--- config.mk ---
export PLATFORM = sky130hd
export DESIGN_NAME = mtf_talker_formatter
export DESIGN_NICKNAME = d
export VERILOG_FILES = /design/src/mtf_pkg.sv /design/src/mtf_talker_formatter.sv
export SDC_FILE = /design/constraint.sdc
export NUM_CORES = 1
export LEC_CHECK = 0
export CELL_PAD_IN_SITES_DETAIL_PLACEMENT = 1
export CELL_PAD_IN_SITES_GLOBAL_PLACEMENT = 1
export CORE_ASPECT_RATIO = 0.9
export CORE_MARGIN = 2
export CORE_UTILIZATION = 57
export CTS_CLUSTER_DIAMETER = 40
export DETAILED_ROUTE_END_ITERATION = 10
export DONT_BUFFER_PORTS = 1
export GPL_TIMING_DRIVEN = 0
export MAX_ROUTING_LAYER = met4
export PLACE_DENSITY_LB_ADDON = 0.1
export SLEW_MARGIN = 15
export SYNTH_ARGS = -nofsm -noshare
export SYNTH_HDL_FRONTEND = slang
export SYNTH_SLANG_ARGS = --single-unit
--- constraint.sdc ---
create_clock -name ref_clk -period 9.3 [get_ports ref_clk]
set_input_delay 0.465 -clock ref_clk [delete_from_list [all_inputs] [get_ports ref_clk]]
set_output_delay 0.465 -clock ref_clk [all_outputs]
set_load 0.02 [all_outputs]
--- src/mtf_pkg.sv ---
package mtf_pkg;
  // Register byte offsets
  localparam logic [7:0] A_CTRL = 8'h00;
  localparam logic [7:0] A_CMD  = 8'h04;
  localparam logic [7:0] A_STAT = 8'h08;
  localparam logic [2:0] A_VALHI = 3'h1;  // Values at 0x20..0x3C
  // Control field positions
  localparam int F_HDR = 0;
  localparam int F_BLK = 1;
  localparam int F_SEP = 3;
  localparam int F_FUN = 5;
  localparam int F_PRI = 7;
  localparam int F_SEC = 11;
  localparam int F_RES = 13;
  localparam int F_DP  = 15;
  localparam int F_EXP = 18;
  localparam int F_CMP = 20;
  localparam int F_NEG = 22;
  localparam int F_OVR = 23;
  localparam int F_ERR = 24;
  localparam int CTRL_W = 25;
  localparam logic [CTRL_W-1:0] CTRL_RST = 25'h000001F;  // Header on
  // Encodings
  localparam logic [1:0] BLK_CRLF = 2'h0;
  localparam logic [1:0] BLK_LF   = 2'h1;
  localparam logic [1:0] BLK_EOI  = 2'h2;
  localparam logic [1:0] SEP_COMMA = 2'h0;
  localparam logic [1:0] SEP_SPACE = 2'h1;
  localparam logic [1:0] SEC_CMP1 = 2'h1;
  localparam logic [1:0] SEC_STAT = 2'h3;
  localparam logic [1:0] CMP_HIGH = 2'h1;
  localparam logic [1:0] CMP_LOW  = 2'h2;
  localparam logic [1:0] FUN_OHM  = 2'h2;  // Codes at or above: resistance
  localparam logic [3:0] PRI_MAX  = 4'h8;
  // ASCII characters
  localparam logic [7:0] CH_CR    = 8'h0D;
  localparam logic [7:0] CH_LF    = 8'h0A;
  localparam logic [7:0] CH_SP    = 8'h20;
  localparam logic [7:0] CH_COMMA = 8'h2C;
  localparam logic [7:0] CH_DOT   = 8'h2E;
  localparam logic [7:0] CH_PLUS  = 8'h2B;
  localparam logic [7:0] CH_MINUS = 8'h2D;
  localparam logic [7:0] CH_E     = 8'h45;
  localparam logic [7:0] CH_0     = 8'h30;
  localparam logic [7:0] CH_9     = 8'h39;
  localparam logic [7:0] CH_H     = 8'h48;
  localparam logic [7:0] CH_L     = 8'h4C;
  localparam logic [7:0] CH_P     = 8'h50;
  localparam logic [7:0] CH_O     = 8'h4F;
  localparam logic [7:0] CH_ERR   = 8'h45;
  // Character tables, first character in the top byte
  localparam logic [63:0] FUN_STR  = "DVVLR RL";
  localparam logic [71:0] PRI_STR  = " SPDMBRWT";
  localparam logic [63:0] STAT_STR = "CXNAKSYZ";
  localparam logic [95:0] EXP_STR  = "-06-03+00+03";
  localparam logic [23:0] EXP_BIG  = "+19";
  // Field lengths and counts
  localparam logic [3:0] DIG_MIN  = 4'h5;  // 4-1/2 digit resolution
  localparam logic [3:0] SMP_DIG  = 4'h5;
  localparam logic [3:0] HDR_LEN  = 4'h4;
  localparam logic [3:0] EXP_LEN  = 4'h4;
  localparam logic [2:0] LAST_REC = 3'h7;
  localparam int VAL_W = 28;
  // Output phase, Gray coded along the record
  typedef enum logic [2:0] {
    PH_IDLE  = 3'b000,
    PH_HDR   = 3'b001,
    PH_SIGN  = 3'b011,
    PH_MANT  = 3'b010,
    PH_EXP   = 3'b110,
    PH_DELIM = 3'b111
  } mtf_phase_e;
endpackage

--- src/mtf_talker_formatter.sv ---
`timescale 1ns/1ps
module mtf_talker_formatter (
  input  wire logic        ref_clk,
  input  wire logic        rst,
  input  wire logic        psel,
  input  wire logic        penable,
  input  wire logic        pwrite,
  input  wire logic [7:0]  paddr,
  input  wire logic [31:0] pwdata,
  output logic      [31:0] prdata,
  output logic             pready,
  output logic             pslverr,
  input  wire logic        dataReady,
  output logic      [7:0]  dataOut,
  output logic             dataValid,
  output logic             eoi
);
  // Register selector codes
  localparam logic [2:0] S_NONE = 3'h0;
  localparam logic [2:0] S_CTRL = 3'h1;
  localparam logic [2:0] S_CMD  = 3'h2;
  localparam logic [2:0] S_STAT = 3'h3;
  localparam logic [2:0] S_VAL  = 3'h4;

  logic [mtf_pkg::CTRL_W-1:0] ctrl;        // Format control
  logic [mtf_pkg::VAL_W-1:0]  val [8];     // BCD values per record
  mtf_pkg::mtf_phase_e        phase;       // Field being sent
  mtf_pkg::mtf_phase_e        next_phase;  // Field after this one
  logic [3:0]                 pos;         // Byte within field
  logic [2:0]                 rec;         // Record within data set
  logic [7:0]                 bytesSent;   // Bytes of current set
  logic [7:0]                 curByte;     // Byte to present next
  logic                       eoiNow;      // Flag goes with curByte
  logic                       lastByte;    // Final byte of field
  logic [3:0]                 fieldLen;    // Bytes in this field
  logic [3:0]                 delimLen;    // Bytes of delimiter
  logic [3:0]                 nDig;        // Mantissa digits
  logic [3:0]                 dpPos;       // Point position
  logic [3:0]                 digIdx;      // Digit counted from left
  logic [3:0]                 nib;         // Selected BCD digit
  logic                       isStat;      // Statistics set active
  logic                       smpRec;      // Sample-size record
  logic                       lastRec;     // Record closes the set
  logic                       bad;         // Overscale or error
  logic                       adv;         // Byte loaded this cycle
  logic                       busy;        // Set being sent
  logic                       setup;       // APB setup cycle
  logic                       access;      // APB access completes
  logic [2:0]                 sel;         // Decoded register

  // Decodes an APB byte address into a register selector
  function automatic logic [2:0] reg_sel(input logic [7:0] a);
    if (a == mtf_pkg::A_CTRL)
      reg_sel = S_CTRL;
    else if (a == mtf_pkg::A_CMD)
      reg_sel = S_CMD;
    else if (a == mtf_pkg::A_STAT)
      reg_sel = S_STAT;
    else if (a[7:5] == mtf_pkg::A_VALHI && a[1:0] == 2'h0)
      reg_sel = S_VAL;
    else
      reg_sel = S_NONE;
  endfunction

  // Field views of control
  assign isStat  = ctrl[mtf_pkg::F_SEC +: 2] == mtf_pkg::SEC_STAT;
  assign smpRec  = isStat && rec == 3'h0;
  assign lastRec = !isStat || rec == mtf_pkg::LAST_REC;
  assign bad     = ctrl[mtf_pkg::F_OVR] || ctrl[mtf_pkg::F_ERR];
  assign nDig    = mtf_pkg::DIG_MIN + {2'h0, ctrl[mtf_pkg::F_RES +: 2]};
  assign dpPos   = bad ? nDig : {1'b0, ctrl[mtf_pkg::F_DP +: 3]};
  assign busy    = phase != mtf_pkg::PH_IDLE;
  assign adv     = busy && (!dataValid || dataReady);
  assign setup   = psel && !penable;
  assign access  = psel && penable && pready;
  assign sel     = reg_sel(paddr);

  // Delimiter length: separator inside a statistics set, else block form
  always_comb
  begin
    if (isStat && !lastRec)
      delimLen = (ctrl[mtf_pkg::F_SEP +: 2] > mtf_pkg::SEP_SPACE)
               ? 4'h2 : 4'h1;
    else if (ctrl[mtf_pkg::F_BLK +: 2] == mtf_pkg::BLK_CRLF)
      delimLen = 4'h2;
    else if (ctrl[mtf_pkg::F_BLK +: 2] == mtf_pkg::BLK_LF)
      delimLen = 4'h1;
    else
      delimLen = 4'h0;
  end

  // Picks the mantissa digit under the current position
  always_comb
  begin
    digIdx = (pos < dpPos) ? pos : pos - 4'h1;
    if (smpRec)
      nib = 4'(val[0] >> {mtf_pkg::SMP_DIG - 4'h1 - pos, 2'h0});
    else
      nib = 4'(val[rec] >> {nDig - 4'h1 - digIdx, 2'h0});
  end

  // Builds the ASCII byte for the current field and position
  always_comb
  begin
    curByte  = mtf_pkg::CH_SP;
    fieldLen = 4'h1;
    unique case (phase)
      mtf_pkg::PH_HDR:
      begin
        fieldLen = mtf_pkg::HDR_LEN;
        if (pos < 4'h2)
          curByte = mtf_pkg::FUN_STR[8 * (7 - (2 * ctrl[mtf_pkg::F_FUN +: 2]
                    + pos)) +: 8];
        else if (pos == 4'h2)
        begin
          if (ctrl[mtf_pkg::F_OVR])
            curByte = mtf_pkg::CH_O;
          else if (ctrl[mtf_pkg::F_ERR])
            curByte = mtf_pkg::CH_ERR;
          else if (ctrl[mtf_pkg::F_PRI +: 4] <= mtf_pkg::PRI_MAX)
            curByte = mtf_pkg::PRI_STR[8 * (8 - ctrl[mtf_pkg::F_PRI +: 4])
                      +: 8];
        end
        else if (isStat)
          curByte = mtf_pkg::STAT_STR[8 * (7 - rec) +: 8];
        else if (ctrl[mtf_pkg::F_SEC +: 2] != 2'h0)
        begin
          // H and L alike under both comparator settings; P only when the field is 2
          if (ctrl[mtf_pkg::F_CMP +: 2] == mtf_pkg::CMP_HIGH)
            curByte = mtf_pkg::CH_H;
          else if (ctrl[mtf_pkg::F_CMP +: 2] == mtf_pkg::CMP_LOW)
            curByte = mtf_pkg::CH_L;
          else if (ctrl[mtf_pkg::F_SEC +: 2] != mtf_pkg::SEC_CMP1)
            curByte = mtf_pkg::CH_P;
        end
      end
      mtf_pkg::PH_SIGN:
      begin
        // Resistance and error records carry a space
        if (ctrl[mtf_pkg::F_FUN +: 2] >= mtf_pkg::FUN_OHM
            || ctrl[mtf_pkg::F_ERR])
          curByte = mtf_pkg::CH_SP;
        else if (ctrl[mtf_pkg::F_NEG])
          curByte = mtf_pkg::CH_MINUS;
        else
          curByte = mtf_pkg::CH_PLUS;
      end
      mtf_pkg::PH_MANT:
      begin
        fieldLen = smpRec ? mtf_pkg::SMP_DIG : nDig + 4'h1;
        if (!smpRec && pos == dpPos)
          curByte = mtf_pkg::CH_DOT;
        else if (bad && !smpRec)
          curByte = mtf_pkg::CH_9;
        else
          curByte = mtf_pkg::CH_0 + {4'h0, nib};
      end
      mtf_pkg::PH_EXP:
      begin
        fieldLen = mtf_pkg::EXP_LEN;
        if (pos == 4'h0)
          curByte = mtf_pkg::CH_E;
        else if (bad)
          curByte = mtf_pkg::EXP_BIG[8 * (3 - pos) +: 8];
        else
          curByte = mtf_pkg::EXP_STR[8 * (12 - 3 * ctrl[mtf_pkg::F_EXP +: 2]
                    - pos) +: 8];
      end
      mtf_pkg::PH_DELIM:
      begin
        fieldLen = delimLen;
        if (isStat && !lastRec)
        begin
          if (ctrl[mtf_pkg::F_SEP +: 2] == mtf_pkg::SEP_COMMA)
            curByte = mtf_pkg::CH_COMMA;
          else if (ctrl[mtf_pkg::F_SEP +: 2] == mtf_pkg::SEP_SPACE)
            curByte = mtf_pkg::CH_SP;
          else
            curByte = (pos == 4'h0) ? mtf_pkg::CH_CR : mtf_pkg::CH_LF;
        end
        else if (delimLen == 4'h2)
          curByte = (pos == 4'h0) ? mtf_pkg::CH_CR : mtf_pkg::CH_LF;
        else
          curByte = mtf_pkg::CH_LF;
      end
      mtf_pkg::PH_IDLE:
        curByte = mtf_pkg::CH_SP;
      default:
        curByte = mtf_pkg::CH_SP;
    endcase
  end

  // Field order and end-or-identify timing
  always_comb
  begin
    lastByte = pos == fieldLen - 4'h1;
    eoiNow = 1'b0;
    if (lastRec && ctrl[mtf_pkg::F_BLK +: 2] == mtf_pkg::BLK_CRLF)
      eoiNow = phase == mtf_pkg::PH_DELIM && pos == 4'h1;
    else if (lastRec && ctrl[mtf_pkg::F_BLK +: 2] == mtf_pkg::BLK_EOI)
      eoiNow = phase == mtf_pkg::PH_EXP && lastByte;
    unique case (phase)
      mtf_pkg::PH_HDR:
        next_phase = smpRec ? mtf_pkg::PH_MANT : mtf_pkg::PH_SIGN;
      mtf_pkg::PH_SIGN:
        next_phase = mtf_pkg::PH_MANT;
      mtf_pkg::PH_MANT:
        next_phase = smpRec ? mtf_pkg::PH_DELIM : mtf_pkg::PH_EXP;
      mtf_pkg::PH_EXP:
        next_phase = (delimLen == 4'h0) ? mtf_pkg::PH_IDLE
                   : mtf_pkg::PH_DELIM;
      mtf_pkg::PH_DELIM:
        next_phase = mtf_pkg::PH_IDLE;
      mtf_pkg::PH_IDLE:
        next_phase = mtf_pkg::PH_IDLE;
      default:
        next_phase = mtf_pkg::PH_IDLE;
    endcase
  end

  // Sequencer: start command, field and record stepping
  always_ff @(posedge ref_clk)
  begin
    if (rst)
    begin
      phase <= mtf_pkg::PH_IDLE;
      pos   <= 4'h0;
      rec   <= 3'h0;
    end
    else if (!busy)
    begin
      if (access && pwrite && sel == S_CMD && pwdata[0])
      begin
        rec   <= 3'h0;
        pos   <= 4'h0;
        // Header off starts straight at the sign, or at the mantissa of a statistics set
        phase <= ctrl[mtf_pkg::F_HDR] ? mtf_pkg::PH_HDR
               : (isStat ? mtf_pkg::PH_MANT : mtf_pkg::PH_SIGN);
      end
    end
    else if (adv)
    begin
      if (!lastByte)
        pos <= pos + 4'h1;
      else if (next_phase != mtf_pkg::PH_IDLE)
      begin
        pos   <= 4'h0;
        phase <= next_phase;
      end
      else if (!lastRec)
      begin
        pos   <= 4'h0;
        rec   <= rec + 3'h1;
        phase <= ctrl[mtf_pkg::F_HDR] ? mtf_pkg::PH_HDR
               : mtf_pkg::PH_SIGN;
      end
      else
      begin
        pos   <= 4'h0;
        phase <= mtf_pkg::PH_IDLE;
      end
    end
  end

  // Output byte register, held until the listener takes it
  always_ff @(posedge ref_clk)
  begin
    if (rst)
    begin
      dataOut   <= 8'h00;
      dataValid <= 1'b0;
      eoi       <= 1'b0;
    end
    else if (adv)
    begin
      dataOut   <= curByte;
      dataValid <= 1'b1;
      eoi       <= eoiNow;
    end
    else if (dataReady)
    begin
      dataValid <= 1'b0;
      eoi       <= 1'b0;
    end
  end

  // Byte count of the current set, flag line not counted
  always_ff @(posedge ref_clk)
  begin
    if (rst)
      bytesSent <= 8'h00;
    else if (!busy && access && pwrite && sel == S_CMD && pwdata[0])
      bytesSent <= 8'h00;
    else if (adv)
      bytesSent <= bytesSent + 8'h01;
  end

  // Register writes; format and values are locked while busy
  always_ff @(posedge ref_clk)
  begin
    if (rst)
      ctrl <= mtf_pkg::CTRL_RST;
    else if (access && pwrite && !busy && sel == S_CTRL)
      ctrl <= pwdata[mtf_pkg::CTRL_W-1:0];
  end

  // Value memory, one BCD word per record
  always_ff @(posedge ref_clk)
  begin
    if (access && pwrite && !busy && sel == S_VAL)
      val[paddr[4:2]] <= pwdata[mtf_pkg::VAL_W-1:0];
  end

  // APB answer, ready in the first access cycle, no wait state
  always_ff @(posedge ref_clk)
  begin
    if (rst)
    begin
      pready  <= 1'b0;
      pslverr <= 1'b0;
      prdata  <= 32'h00000000;
    end
    else if (setup)
    begin
      pready  <= 1'b1;
      pslverr <= sel == S_NONE
              || (pwrite && busy && (sel == S_CTRL || sel == S_VAL));
      prdata  <= 32'h00000000;
      if (!pwrite && sel == S_CTRL)
        prdata <= {7'h00, ctrl};
      else if (!pwrite && sel == S_STAT)
        prdata <= {16'h0000, bytesSent, 4'h0, rec, busy};
      else if (!pwrite && sel == S_VAL)
        prdata <= {4'h0, val[paddr[4:2]]};
    end
    else
    begin
      pready  <= 1'b0;
      pslverr <= 1'b0;
    end
  end
endmodule

==> load_flow_metrics.sql <==
INSERT INTO impl_metrics (metric_group, metric, value, unit) VALUES
('worst_setup_path', 'critical_path.max_fanout', '10', ''),
('finish', 'instances_no_fill', '1681', ''),
('outcome', 'run_status', 'finished clean', ''),
('drt', 'routed-via-count', '12400', ''),
('worst_setup_path', 'timing.setup.critical_path_class', 'reg2reg', ''),
('worst_setup_path', 'worst_ep_required_time', '9.73', 'ns'),
('finish', 'n_antenna_cell', '0', ''),
('yosys', 'seq_area_frac_synth', '0.523', ''),
('cts', 'cts_num_sinks', '309', ''),
('timing', 'worst_slew_pin_slew', '1.06', 'ns'),
('hold_path', 'worst_hold_startpoint', 'pwdata[13]', ''),
('floorplanning', 'dieHeight', '163', 'µm'),
('hold_path', 'hold_endpoint', 'val[1][13]$_DFFE_PP_', ''),
('yosys', 'synth.area.top_cells', 'sky130_fd_sc_hd__edfxtp_1 42%, sky130_fd_sc_hd__mux4_2 18%, sky130_fd_sc_hd__dfxtp_1 11%', ''),
('floorplanning', 'design.core.area', '27900', 'µm²'),
('place', 'dpl_cell_area', '16800', 'µm²'),
('yosys', 'post_synth_edffs', '224', ''),
('worst_setup_path', 'worstSetupStartpoint', 'pos[0]$_SDFFE_PP0P_', ''),
('timing', 'post-route-min-period', '6.01', 'ns'),
('place', 'port-buffer-count', '0', ''),
('drt', 'drt_iter0_markers', '1650', ''),
('yosys', 'avgSynthCellArea', '13.1', 'µm²'),
('cts', 'holdBufCountCts', '0', ''),
('yosys', 'synth_warnings', '0', ''),
('place', 'hpwlAfterDp', '41.1', 'mm'),
('yosys', 'ys_types', '73', ''),
('cts', 'cts_max_level', '2', ''),
('drt', 'route.final.wire_length', '57.4', 'mm'),
('cts', 'cts_buffers', '41', ''),
('yosys', 'synth.cell_area', '16100', 'µm²'),
('place', 'routabilityCongestion', '0.956', ''),
('floorplanning', 'die_area', '29600', 'µm²'),
('global_routing', 'grt_util_all_layers', '0.408', ''),
('timing', 'final_hold_viol_count', '0', ''),
('place', 'numPlacedInstances', '1607', ''),
('drt', 'drc', '0', ''),
('yosys', 'ys_async_sr_fraction', '0', ''),
('yosys', 'synthesis_stage_register_bit_count', '309', ''),
('finish', 'area_growth_syn_to_layout', '13.4', '%'),
('global_routing', 'grt_start_max_net_pins', '19', ''),
('global_routing', 'globalRouteOverflowTotal', '0', ''),
('floorplanning', 'io-pin-count', '90', ''),
('global_routing', 'initial_antenna_violation_count', '0', ''),
('worst_setup_path', 'ff2ff_setup_slack', '3.29', 'ns'),
('cts', 'clock_insertion_delay_worst_skew', '0.55', 'ns'),
('hold_path', 'min_delay_path_depth', '0', ''),
('cts', 'root_buffer', 'sky130_fd_sc_hd__clkbuf_16', ''),
('yosys', 'synthFlopType', 'sky130_fd_sc_hd__edfxtp_1', ''),
('timing', 'setup_viol', '0', ''),
('power', 'total_power', '3480', 'µW'),
('cts', 'post_cts_resized', '0', ''),
('drt', 'final_antenna_net_count', '0', ''),
('yosys', 'post-synth-top-area-fraction', '0.418', ''),
('floorplanning', 'chipWidth', '181', 'µm'),
('worst_setup_path', 'reg_to_reg_critical_path_startpoint', 'pos[0]$_SDFFE_PP0P_', ''),
('power', 'power.static_leakage', '0.00598', 'µW'),
('finish', 'num-nets-final', '1375', ''),
('global_routing', 'global_route_wire_length_before_repair', '84.7', 'mm'),
('drt', 'detail_route.wl_per_cell', '34.2', 'µm'),
('timing', 'final.period_utilization', '0.646', ''),
('cts', 'cts_tree', 'done', ''),
('drt', 'first_pass_iteration_count_of_the_detailed_router', '6', ''),
('floorplanning', 'placementRows', '58', ''),
('timing', 'maxClockFrequency', '166', 'MHz'),
('timing', 'fin_worst_skew', '0.0300', 'ns'),
('cts', 'cts_setup_buffers', '0', ''),
('timing', 'timing.max_slew.rel_slack', '0.278', ''),
('cts', 'worst_case_clock_buffer_depth', '3', ''),
('worst_setup_path', 'r2r-end', 'dataOut[2]$_SDFFE_PP0P_', ''),
('power', 'ir_worst_vdd', '0.161', 'mV'),
('worst_setup_path', 'rr_worst_depth', '16', '');
synthesized netlist by cell type, types with 4 or more instances:
cell type	count
sky130_fd_sc_hd__xor2_1	9
sky130_fd_sc_hd__o2111ai_1	4
sky130_fd_sc_hd__buf_4	7
sky130_fd_sc_hd__nor3_1	42
sky130_fd_sc_hd__o221ai_1	13
sky130_fd_sc_hd__nand2_1	100
sky130_fd_sc_hd__o211ai_1	12
sky130_fd_sc_hd__buf_1	12
sky130_fd_sc_hd__edfxtp_1	224
sky130_fd_sc_hd__nand3b_1	11
sky130_fd_sc_hd__o21ai_0	43
sky130_fd_sc_hd__o21ai_1	4
sky130_fd_sc_hd__xnor2_1	22
sky130_fd_sc_hd__clkbuf_1	63
sky130_fd_sc_hd__nand2b_1	7
sky130_fd_sc_hd__ha_1	35
sky130_fd_sc_hd__o21a_1	7
sky130_fd_sc_hd__nor2b_1	8
sky130_fd_sc_hd__inv_1	31
sky130_fd_sc_hd__nor4_1	6
sky130_fd_sc_hd__buf_2	10
sky130_fd_sc_hd__nor2_1	92
sky130_fd_sc_hd__a21o_1	6
sky130_fd_sc_hd__and2_1	4
sky130_fd_sc_hd__dfxtp_1	85
sky130_fd_sc_hd__nor3b_1	7
sky130_fd_sc_hd__nand3_1	16
sky130_fd_sc_hd__a211o_1	5
sky130_fd_sc_hd__nand4_1	13
sky130_fd_sc_hd__a31oi_1	9
sky130_fd_sc_hd__a211oi_1	19
sky130_fd_sc_hd__mux2i_1	53
sky130_fd_sc_hd__a21oi_1	64
sky130_fd_sc_hd__o31ai_1	7
sky130_fd_sc_hd__mux4_2	127
worst max-delay path: stages (launching register included):
cell	delay (ns)
sky130_fd_sc_hd__dfxtp_1	0.65
sky130_fd_sc_hd__buf_1	0.70
sky130_fd_sc_hd__inv_1	0.40
sky130_fd_sc_hd__ha_1	0.33
sky130_fd_sc_hd__nor2b_1	0.15
sky130_fd_sc_hd__o21a_1	0.14
sky130_fd_sc_hd__o21a_1	0.16
sky130_fd_sc_hd__nor2_1	0.10
sky130_fd_sc_hd__xnor2_1	0.14
sky130_fd_sc_hd__ha_1	0.32
sky130_fd_sc_hd__clkbuf_1	0.57
sky130_fd_sc_hd__clkbuf_1	0.65
sky130_fd_sc_hd__mux4_2	0.38
sky130_fd_sc_hd__mux2i_1	0.08
sky130_fd_sc_hd__o21ai_0	0.60
sky130_fd_sc_hd__nand4_1	0.22
sky130_fd_sc_hd__a221oi_1	0.30
worst max-delay path by stage:
| stage | endpoint | slack, ns |
|---|---|---|
| 2_1_floorplan | dataOut[1]$_SDFFE_PP0P_ | 5.24 |
| 6_report | dataOut[2]$_SDFFE_PP0P_ | 3.29 |
| 3_5_place_dp | dataOut[2]$_SDFFE_PP0P_ | 3.67 |
| 3_3_place_gp | val[1][22]$_DFFE_PP_ | 3.13 |
| 5_1_grt | dataOut[2]$_SDFFE_PP0P_ | 3.27 |
| 4_1_cts | dataOut[2]$_SDFFE_PP0P_ | 3.55 |
layer usage:
| metal | routed length, µm | global-route usage | part of all wire | up-vias |
|---|---|---|---|---|
| met1 | 21400 | 0.538 | 0.37 | 6269 |
| li1 | - | - | - | 4931 |
| met3 | 7450 | 0.108 | 0.13 | 186 |
| met2 | 25700 | 0.599 | 0.45 | 969 |
| met5 | 0 | - | 0 | - |
| met4 | 2930 | 0.186 | 0.051 | 0 |
layout make-up:
class / count / area, µm²
Buffer: 93 / 390
Sequential cell: 309 / 8430
Timing Repair Buffer: 13 / 225
Inverter: 31 / 116
Tap cell: 360 / 450
Clock buffer: 56 / 1190
Clock inverter: 17 / 219
Fill cell: 2661 / 9600
Multi-Input combinational cell: 802 / 7250
cell usage in the layout (no fill, tap or decap), types with 19 or more instances in the layout:
cell type                   count
sky130_fd_sc_hd__edfxtp_1     224
sky130_fd_sc_hd__mux4_2       127
sky130_fd_sc_hd__nand2_1      100
sky130_fd_sc_hd__nor2_1        86
sky130_fd_sc_hd__dfxtp_1       85
sky130_fd_sc_hd__clkbuf_1      71
sky130_fd_sc_hd__a21oi_1       64
sky130_fd_sc_hd__mux2i_1       53
sky130_fd_sc_hd__clkbuf_16     44
sky130_fd_sc_hd__o21ai_0       43
sky130_fd_sc_hd__nor3_1        40
sky130_fd_sc_hd__ha_1          35
sky130_fd_sc_hd__inv_1         31
sky130_fd_sc_hd__xnor2_1       21
sky130_fd_sc_hd__a211oi_1      19
through the flow:
stage / setup slack (ns) / util
after floorplan: 5.24 / -
after global placement: 3.13 / 0.595
after detailed placement: 3.67 / 0.604
after CTS: 3.55 / 0.655
after global routing: 3.27 / 0.656
final: 3.29 / 0.656
kinds of logic (layout without fill, tap and decap cells):
logic type | count (synthesis) | count (layout) | share of synthesized area
buffers and inverters | 124 | 210 | 0.0314
muxes | 181 | 181 | 0.211
other | 1 | 5 | 0.000233
xor gates and xnor gates | 31 | 31 | 0.0169
DFF | 309 | 309 | 0.523
AOI/OAI and AO/OA | 216 | 216 | 0.0865
and+or+nand+nor | 331 | 331 | 0.0997
adders and majority gates | 38 | 38 | 0.0309
flip-flops by register name (all words and copies together) (netlist names), named ones only:
signal     count
pready         1
ctrl          25
val          224
rec            3
phase          3
pslverr        1
pos            4
eoi            1
dataOut        7
prdata        28
bytesSent      8
dataValid      1
power by group:
group,leakage (µW),internal [µW],switching (µW)
Sequential,0.00270,1490,23.8
Combinational,0.00259,112,214
Clock,0.000683,992,650
No activity file was read; power rests on OpenSTA's default activity.
